File: src/pfadc_pkg.sv
// Shared constants of the supply-feedback converter digital port.
// Assumes a single 20 MHz master clock and no software-visible registers.
// Function
// - Reset low holds all state, low power
// - Master clock times modulator and output
// - One sample every four master clocks
// - Drive frame sync for receiver alignment
// - Drive serial code stream to modulator
// - Falling edge of arm input enables path
// - Overrange pulls open-drain flag low one clock later
// - Flag held low while overrange persists
// - Data invalid during settling after reset
// - Reset low with static inputs is power-down
package pfadc_pkg;

  // ----------------------------------------------------------------
  // Timing
  // ----------------------------------------------------------------
  localparam int unsigned CLK_HZ         = 20_000_000; // Master clock rate
  localparam int unsigned SAMPLE_DIV     = 4;          // Master clocks per sample
  localparam int unsigned SETTLE_US      = 100;        // Settling time after reset
  localparam int unsigned SETTLE_CYC     = (SETTLE_US * (CLK_HZ / 1_000_000)); // Exact here; the MHz division truncates

  // ----------------------------------------------------------------
  // Serial word format
  // ----------------------------------------------------------------
  localparam int unsigned WORD_W         = 4;          // Bits per modulator code
  localparam bit          MSB_FIRST      = 1'b1;       // Bit order on the line
  localparam int unsigned SYNC_POS       = 0;          // Bit slot carrying the sync pulse
  localparam int unsigned FIFO_DEPTH     = 8;          // Code words buffered

  // ----------------------------------------------------------------
  // Idle and reset levels
  // ----------------------------------------------------------------
  localparam logic        IDLE_DATA      = 1'b0;       // Data line when not streaming
  localparam logic        IDLE_SYNC      = 1'b0;       // Sync line when not streaming
  localparam logic [1:0]  DIV_RST        = 2'h0;       // Sample divider reset
  localparam logic [1:0]  BIT_RST        = 2'h0;       // Bit counter reset

endpackage : pfadc_pkg

File: src/pfadc_port.sv
// Digital port of the supply-feedback converter: sampling strobe, arm
// detection, code buffering, serialisation with frame sync, overrange flag.
// Assumes the analog modulator delivers a code and an overrange level
// synchronous to mclk_i; all inputs except arst_n_i are synchronous to mclk_i.
`timescale 1ns/1ps
module pfadc_port (
  input  wire logic                       mclk_i,            // Master clock, sole timing source
  input  wire logic                       arst_n_i,          // Converter reset, active low
  input  wire logic                       feedback_arm_in_i, // Arm input, falling edge arms
  input  wire logic [pfadc_pkg::WORD_W-1:0] mod_code_i,      // Modulator code for this sample
  input  wire logic                       mod_ovr_i,         // Modulator overrange level
  output logic                            sample_stb_o,      // One-cycle sampling strobe
  output logic                            low_power_o,       // High while in reset power-down
  output logic                            frame_sync_out_o,  // Frame sync to PWM modulator
  output logic                            serial_code_out_o, // Serial code stream
  output logic                            data_valid_o,      // High once settling has ended
  output logic                            overflow_n_o,      // Open-drain flag output level
  output logic                            overflow_oe_o      // High while pulling flag low
);

  // ----------------------------------------------------------------
  // Reset release
  // ----------------------------------------------------------------
  logic rst_s1_r, rst_n;   // Two-flop reset release
  always_ff @(posedge mclk_i or negedge arst_n_i) begin
    if (!arst_n_i) begin
      rst_s1_r <= 1'b0;
      rst_n    <= 1'b0;
    end else begin
      rst_s1_r <= 1'b1;
      rst_n    <= rst_s1_r;
    end
  end

  // Power-down follows the held reset; the clock can then stop too
  assign low_power_o = !rst_n;

  // ----------------------------------------------------------------
  // Sample divider and settling counter
  // ----------------------------------------------------------------
  logic [1:0]  div_r, div_nxt;          // Master clocks within a sample
  logic [31:0] settle_r, settle_nxt;    // Cycles left before data is valid
  logic        settled;
  logic        stb;

  always_comb begin
    div_nxt    = div_r + 2'h1;
    stb        = (div_r == 2'(pfadc_pkg::SAMPLE_DIV - 1));
    settle_nxt = (settle_r != 32'h0) ? settle_r - 32'h1 : settle_r;
    settled    = (settle_r == 32'h0);
  end

  // Divider and settling count register
  always_ff @(posedge mclk_i or negedge rst_n) begin
    if (!rst_n) begin
      div_r    <= pfadc_pkg::DIV_RST;
      settle_r <= 32'(pfadc_pkg::SETTLE_CYC);
    end else begin
      div_r    <= div_nxt;
      settle_r <= settle_nxt;
    end
  end

  assign sample_stb_o = stb;
  assign data_valid_o = settled;

  // ----------------------------------------------------------------
  // Arm detection: a falling edge on the arm input enables the path
  // ----------------------------------------------------------------
  logic arm_d_r, arm_d_nxt;   // Previous arm level
  logic armed_r, armed_nxt;   // Feedback path enabled

  always_comb begin
    arm_d_nxt = feedback_arm_in_i;
    armed_nxt = armed_r || (arm_d_r && !feedback_arm_in_i);
  end

  // Arm state; previous level starts low so a pin held low through reset gives no false edge
  always_ff @(posedge mclk_i or negedge rst_n) begin
    if (!rst_n) begin
      arm_d_r <= 1'b0;
      armed_r <= 1'b0;
    end else begin
      arm_d_r <= arm_d_nxt;
      armed_r <= armed_nxt;
    end
  end

  // ----------------------------------------------------------------
  // Code buffer: written once per sample, drained by the serialiser
  // ----------------------------------------------------------------
  logic                          run;       // Streaming allowed
  logic                          f_wready;
  logic [pfadc_pkg::WORD_W-1:0]  f_rdata;
  logic                          f_rvalid;
  logic                          f_rready;

  // Codes taken before settling would be garbage, so nothing enters until then
  assign run = armed_r && settled;

  pfadc_fifo #(
    .W (pfadc_pkg::WORD_W),
    .D (pfadc_pkg::FIFO_DEPTH)
  ) u_fifo (
    .clk_i    (mclk_i),
    .rst_n_i  (rst_n),
    .clr_i    (!run),
    .wdata_i  (mod_code_i),
    .wvalid_i (run && stb),
    .wready_o (f_wready),
    .rdata_o  (f_rdata),
    .rvalid_o (f_rvalid),
    .rready_i (f_rready)
  );

  // ----------------------------------------------------------------
  // Serialiser: one bit per master clock, WORD_W bits per word
  // ----------------------------------------------------------------
  typedef enum logic [0:0] {PFADC_IDLE, PFADC_SHIFT} pfadc_ser_t;
  pfadc_ser_t                    st_r, st_nxt;
  logic [pfadc_pkg::WORD_W-1:0]  sh_r, sh_nxt;     // Word being sent
  logic [1:0]                    bit_r, bit_nxt;   // Bit slot in word
  logic                          dat_r, dat_nxt;   // Registered data line
  logic                          syn_r, syn_nxt;   // Registered sync line
  logic                          ovf_r, ovf_nxt;   // Pull flag

  always_comb begin
    st_nxt   = st_r;
    sh_nxt   = sh_r;
    bit_nxt  = bit_r;
    dat_nxt  = pfadc_pkg::IDLE_DATA;
    syn_nxt  = pfadc_pkg::IDLE_SYNC;
    f_rready = 1'b0;
    ovf_nxt  = mod_ovr_i;
    case (st_r)
      PFADC_IDLE: begin
        if (run && f_rvalid) begin
          f_rready = 1'b1;
          sh_nxt   = f_rdata;
          bit_nxt  = pfadc_pkg::BIT_RST;
          st_nxt   = PFADC_SHIFT;
        end
      end
      PFADC_SHIFT: begin
        // bit order selected by package constant
        dat_nxt = pfadc_pkg::MSB_FIRST ? sh_r[pfadc_pkg::WORD_W-1 - 32'(bit_r)] : sh_r[bit_r];
        syn_nxt = (bit_r == 2'(pfadc_pkg::SYNC_POS));
        if (!run) begin
          st_nxt = PFADC_IDLE;
        end else if (bit_r == 2'(pfadc_pkg::WORD_W - 1)) begin
          // Next word back to back when available, keeps the line gapless
          f_rready = f_rvalid;
          sh_nxt   = f_rdata;
          bit_nxt  = pfadc_pkg::BIT_RST;
          st_nxt   = f_rvalid ? PFADC_SHIFT : PFADC_IDLE;
        end else begin
          bit_nxt = bit_r + 2'h1;
        end
      end
      default: begin
        st_nxt = PFADC_IDLE;
      end
    endcase
  end

  // Serialiser and flag registers
  always_ff @(posedge mclk_i or negedge rst_n) begin
    if (!rst_n) begin
      st_r  <= PFADC_IDLE;
      sh_r  <= '0;
      bit_r <= pfadc_pkg::BIT_RST;
      dat_r <= pfadc_pkg::IDLE_DATA;
      syn_r <= pfadc_pkg::IDLE_SYNC;
      ovf_r <= 1'b0;
    end else begin
      st_r  <= st_nxt;
      sh_r  <= sh_nxt;
      bit_r <= bit_nxt;
      dat_r <= dat_nxt;
      syn_r <= syn_nxt;
      ovf_r <= ovf_nxt;
    end
  end

  // Outputs from flip-flops; open-drain pin only ever drives low
  assign serial_code_out_o = dat_r;
  assign frame_sync_out_o  = syn_r;
  assign overflow_n_o      = 1'b0;
  assign overflow_oe_o     = ovf_r;
  // f_wready unused: 1 word per 4 clocks vs 4 bits at 1 per clock never overfills
  logic unused_ok;
  assign unused_ok = f_wready;

endmodule : pfadc_port

File: src/pfadc_fifo.sv
// Synchronous FIFO for modulator code words.
// Assumes one clock and an already synchronised active-low reset.
`timescale 1ns/1ps
module pfadc_fifo #(
  parameter int unsigned W = 4, // Word width
  parameter int unsigned D = 8  // Depth, power of two
) (
  input  wire logic         clk_i,
  input  wire logic         rst_n_i,
  input  wire logic         clr_i,     // Synchronous flush
  input  wire logic [W-1:0] wdata_i,
  input  wire logic         wvalid_i,
  output logic              wready_o,
  output logic [W-1:0]      rdata_o,
  output logic              rvalid_o,
  input  wire logic         rready_i
);
  localparam int unsigned AW = $clog2(D);

  logic [W-1:0] mem_r [D];     // Storage array
  logic [AW:0]  wp_r, wp_nxt;  // Write pointer with wrap bit
  logic [AW:0]  rp_r, rp_nxt;  // Read pointer with wrap bit
  logic         wr, rd;

  // ----------------------------------------------------------------
  // Flags and pointer steps
  // ----------------------------------------------------------------
  always_comb begin
    wready_o = (wp_r - rp_r) != (AW+1)'(D); // Honest full
    rvalid_o = wp_r != rp_r;                // Honest empty
    rdata_o  = mem_r[rp_r[AW-1:0]];
    wr       = wvalid_i && wready_o;
    rd       = rvalid_o && rready_i;
    wp_nxt   = clr_i ? '0 : wp_r + (AW+1)'(wr);
    rp_nxt   = clr_i ? '0 : rp_r + (AW+1)'(rd);
  end

  // Pointers register only
  always_ff @(posedge clk_i or negedge rst_n_i) begin
    if (!rst_n_i) begin
      wp_r <= '0;
      rp_r <= '0;
    end else begin
      wp_r <= wp_nxt;
      rp_r <= rp_nxt;
    end
  end

  // Storage has no reset to keep it plain RAM
  always_ff @(posedge clk_i) begin
    if (wr) begin
      mem_r[wp_r[AW-1:0]] <= wdata_i;
    end
  end
endmodule : pfadc_fifo

File: config.mk
export PLATFORM = sky130hd
export DESIGN_NAME = pfadc_port
export DESIGN_NICKNAME = d
export VERILOG_FILES = /design/src/pfadc_pkg.sv /design/src/pfadc_port.sv /design/src/pfadc_fifo.sv
export SDC_FILE = /design/constraint.sdc
export NUM_CORES = 1
export LEC_CHECK = 0
export BUFFER_PORTS_ARGS = -buffer_cell sky130_fd_sc_hd__buf_4
export CELL_PAD_IN_SITES_DETAIL_PLACEMENT = 1
export CELL_PAD_IN_SITES_GLOBAL_PLACEMENT = 1
export CORE_MARGIN = 5
export CORE_UTILIZATION = 46
export CTS_CLUSTER_SIZE = 24
export DETAILED_ROUTE_END_ITERATION = 10
export PLACE_DENSITY = 0.86
export SYNTH_ARGS = -nofsm -noshare
export SYNTH_HDL_FRONTEND = slang
export SYNTH_SLANG_ARGS = --single-unit
File: constraint.sdc
create_clock -name mclk_i -period 2 [get_ports mclk_i]
set_input_delay 0.4 -clock mclk_i [delete_from_list [all_inputs] [get_ports mclk_i]]
set_output_delay 0.4 -clock mclk_i [all_outputs]
set_load 0.02 [all_outputs]
==> flow_metrics.tcl <==
set metrics [dict create \
    syn_nets 334 \
    timing.rr.start "settle_r[5]" \
    hpwl_um 7490 \
    timing.final.ws_setup_ns -0.669 \
    fmax_ghz 0.375 \
    maxSlewViolCount 0 \
    async_reset_ff_share_pct 63.6 \
    worstHoldPathType "in -> reg" \
    rsz0062_at_grt "true" \
    r2r_slack_ns -0.67 \
    grt_max_degree 55 \
    critical_path_class "reg -> reg" \
    startpoint_type "register" \
    switching_share_pct 37.5 \
    drtAntennaViolNets 0 \
    critPathSlowestCell "or4_4" \
    yosysMostFrequentCell "dfrtp_1" \
    gp_congestion 0.823 \
    ys_types 43 \
    core-area_sq_um 8590 \
    hold_start "mod_ovr_i" \
    clockBufferDepth 2 \
    violations "negative setup slack" \
    yosysTopAreaCellShare_pct 31.3 \
    holdPathEnd "overflow_oe_o" \
    status "finished, violations left" \
    p_clk_share_pct 21.3 \
    hold_violations 0 \
    p_int_mw 3.68 \
    path_cells "nor4_4 -> nand4_1 -> buf_4 -> or4_4 -> nor3b_2 -> ha_2 -> ha_1 -> xnor2_1 -> nor2_1" \
    syn_area_sq_um 4000 \
    track_usage_pct 27.4 \
    first_pass_iters 4 \
    setup_tns_ns -27.16 \
    critPathMaxFanout 2 \
    die_h_um 103 \
    via_count 3221 \
    clk_pin_slew_ns 0.10 \
    switching_power_mw 2.21 \
    cts_max_level 3 \
    post-route-drc-count 0 \
    fin_skew_ns 0.0106 \
    grt_overflow_total 0 \
    holdPathStages 1 \
    vias_per_cell 5.84 \
    finalCritPeriodShare_pct 133 \
    wire_per_inst_um 27.9 \
    maxCapViolCount 0 \
    netlist_instances 314 \
    cp-end-kind "register" \
    crit_buf_inv 1 \
    die_w_um 103 \
    finalSetupViolCount 80 \
    area_growth_pct 46.9 \
    clock_latency_ns 0.38 \
    grt_pass1_wl_um 21000 \
    final-seq-area_sq_um 2370 \
    pin_count 15 \
    initial_utilization_pct 46.6 \
    power_density_nw_per_um2 1000 \
    cts_tree "yes" \
    reg2regPathDepth 9 \
    portBuffers 13 \
    synth.area.top_cells "dfrtp_1 31%, edfxtp_1 24%, mux4_2 5.1%" \
    n_fill_cell 809 \
    p_seq_share_pct 41.2 \
    antenna_cells 0 \
    synth_top_flop_cell "dfrtp_1" \
    cp_data_arrival_time_ns 2.94 \
    cpPeakStageDelay_ns 0.54 \
    cts_made_buffers 9 \
    yosysTopAreaCell "dfrtp_1" \
    synth_commonest_cells "50 x dfrtp_1, 32 x edfxtp_1, 32 x nand2_1, 19 x nor3_1, 18 x xnor2_1" \
    syn_area_per_cell_sq_um 12.8 \
    synth_edf_count 32 \
    seq_area_frac_synth_pct 59.2 \
    crit_path_start "settle_r[5]" \
    placedCellCount 504 \
    r2r-end "u_fifo.rp_r[2]" \
    drt_iter0_drc 202 \
    irDropWorstVdd_mv 0.896 \
    layout-drive-gt1-share_pct 52.9 \
    antenna_found_initial 0 \
    cts_root_buf "clkbuf_8" \
    routed_wl_um 15400 \
    ys_seq_elements 88 \
    tightest_slew_ns 0.729 \
    p_comb_share_pct 37.5 \
    synth_warnings 0 \
    rows 34 \
    multi_input_area_sq_um 2090 \
    p_leak_nw 2.71 \
    finalNonFillerCells 552 \
    worstPathRequired_ns 2.27 \
    min_period_ns 2.67 \
    nets 459 \
    max_slew_margin_pct 51.4 \
    path_delay_family "simple AND/OR/NAND/NOR gates" \
    dieArea_sq_um 10700 \
    grt_pass1_vias 3497 \
    cts.sinks 88 \
]
## cell families (layout without fill, tap and decap cells)
kind of cell | after synthesis | count (layout) | synth area share [%]
adders and majority gates | 12 | 12 | 3.75
DFF | 88 | 88 | 59.2
buffers and inverters | 24 | 154 | 2.44
other | 2 | 2 | 0.188
AOI/OAI and AO/OA | 20 | 20 | 3.41
muxes | 14 | 14 | 6.47
and+or+nand+nor | 126 | 126 | 18.4
xor gates and xnor gates | 28 | 28 | 6.12
## per-stage QoR
stage | instance area, sq um | setup WS [ns] | power (mW) | hold slack [ns] | utilization, %
global placement | 4910 | -0.318 | 4.08 | 0.183 | 57.1
floorplan | 4140 | -0.403 | 3.60 | 0.104 | -
CTS | 5550 | -0.419 | 5.65 | 0.125 | 64.6
global route | 5880 | -0.694 | 6.15 | 0.0969 | 68.5
finish | 5880 | -0.669 | 5.89 | 0.121 | 68.5
detailed placement | 4910 | -0.388 | 4.27 | 0.183 | 57.1
## layout make-up
type	count	area share [%]
clock buffer	9	2.11
clock inverter	7	1.06
inverter	15	0.957
multi-input combinational	202	35.5
sequential	88	40.3
tap	108	2.30
timing repair buffer	123	17.8
## power groups by stage
stage / Combinational (mW) / Sequential [mW] / Clock, mW
2_1_floorplan: 1.20 / 2.41 / 0
3_3_place_gp: 1.69 / 2.38 / 0
3_5_place_dp: 1.86 / 2.41 / 0
4_1_cts: 2.05 / 2.39 / 1.22
5_1_grt: 2.34 / 2.44 / 1.37
6_report: 2.21 / 2.43 / 1.25
## timing repair
| item | 4_1_cts | 5_1_grt |
|---|---|---|
| gates cloned | 1 | 0 |
| hold endpoints to repair | 2 | 0 |
| gates resized for setup | 63 | 51 |
| pin swaps | 30 | 26 |
| hold buffers | 1 | 0 |
| endpoints found under the setup margin | 65 | 80 |
| setup buffers | 18 | 18 |
## state kept, by name, indices dropped and copies added (netlist names), 2 cells and up
signal / cells
settle_r: 32
u_fifo.wp_r: 4
u_fifo.rp_r: 4
u_fifo.mem_r: 32
bit_r: 2
div_r: 2
sh_r: 4
## metal layers
layer | GRT usage, % | vias up | share of wire (%)
met3 | 3.69 | 61 | 4.2
met2 | 48.0 | 135 | 53
met5 | 0 | - | 0
met4 | 12.9 | 0 | 5.1
met1 | 33.5 | 1649 | 38
li1 | - | 1376 | -
## worst max path at each step
| stage | to | slack (ns) | depth (start not counted) |
|---|---|---|---|
| floorplan | u_fifo.rp_r[1] | -0.40 | 8 |
| global placement | u_fifo.rp_r[1] | -0.32 | 7 |
| detailed placement | u_fifo.wp_r[2] | -0.39 | 10 |
| CTS | u_fifo.rp_r[2] | -0.42 | 9 |
| global route | u_fifo.rp_r[2] | -0.69 | 9 |
| finish | u_fifo.rp_r[2] | -0.67 | 9 |
## layout by cell type (no fill, tap or decap), drive strengths merged, types with 7 or more instances in the layout
| cell type | netlist | layout |
|---|---|---|
| buf | 4 | 122 |
| dfrtp | 50 | 50 |
| edfxtp | 32 | 32 |
| nand2 | 32 | 32 |
| inv | 15 | 19 |
| nor3 | 19 | 19 |
| xnor2 | 18 | 18 |
| nor4 | 17 | 17 |
| nor2 | 15 | 15 |
| nand3 | 13 | 13 |
| ha | 12 | 12 |
| xor2 | 10 | 10 |
| mux4 | 9 | 9 |
| clkbuf | 5 | 9 |
| o21ai | 7 | 7 |
(Power assumes the default switching activity.)
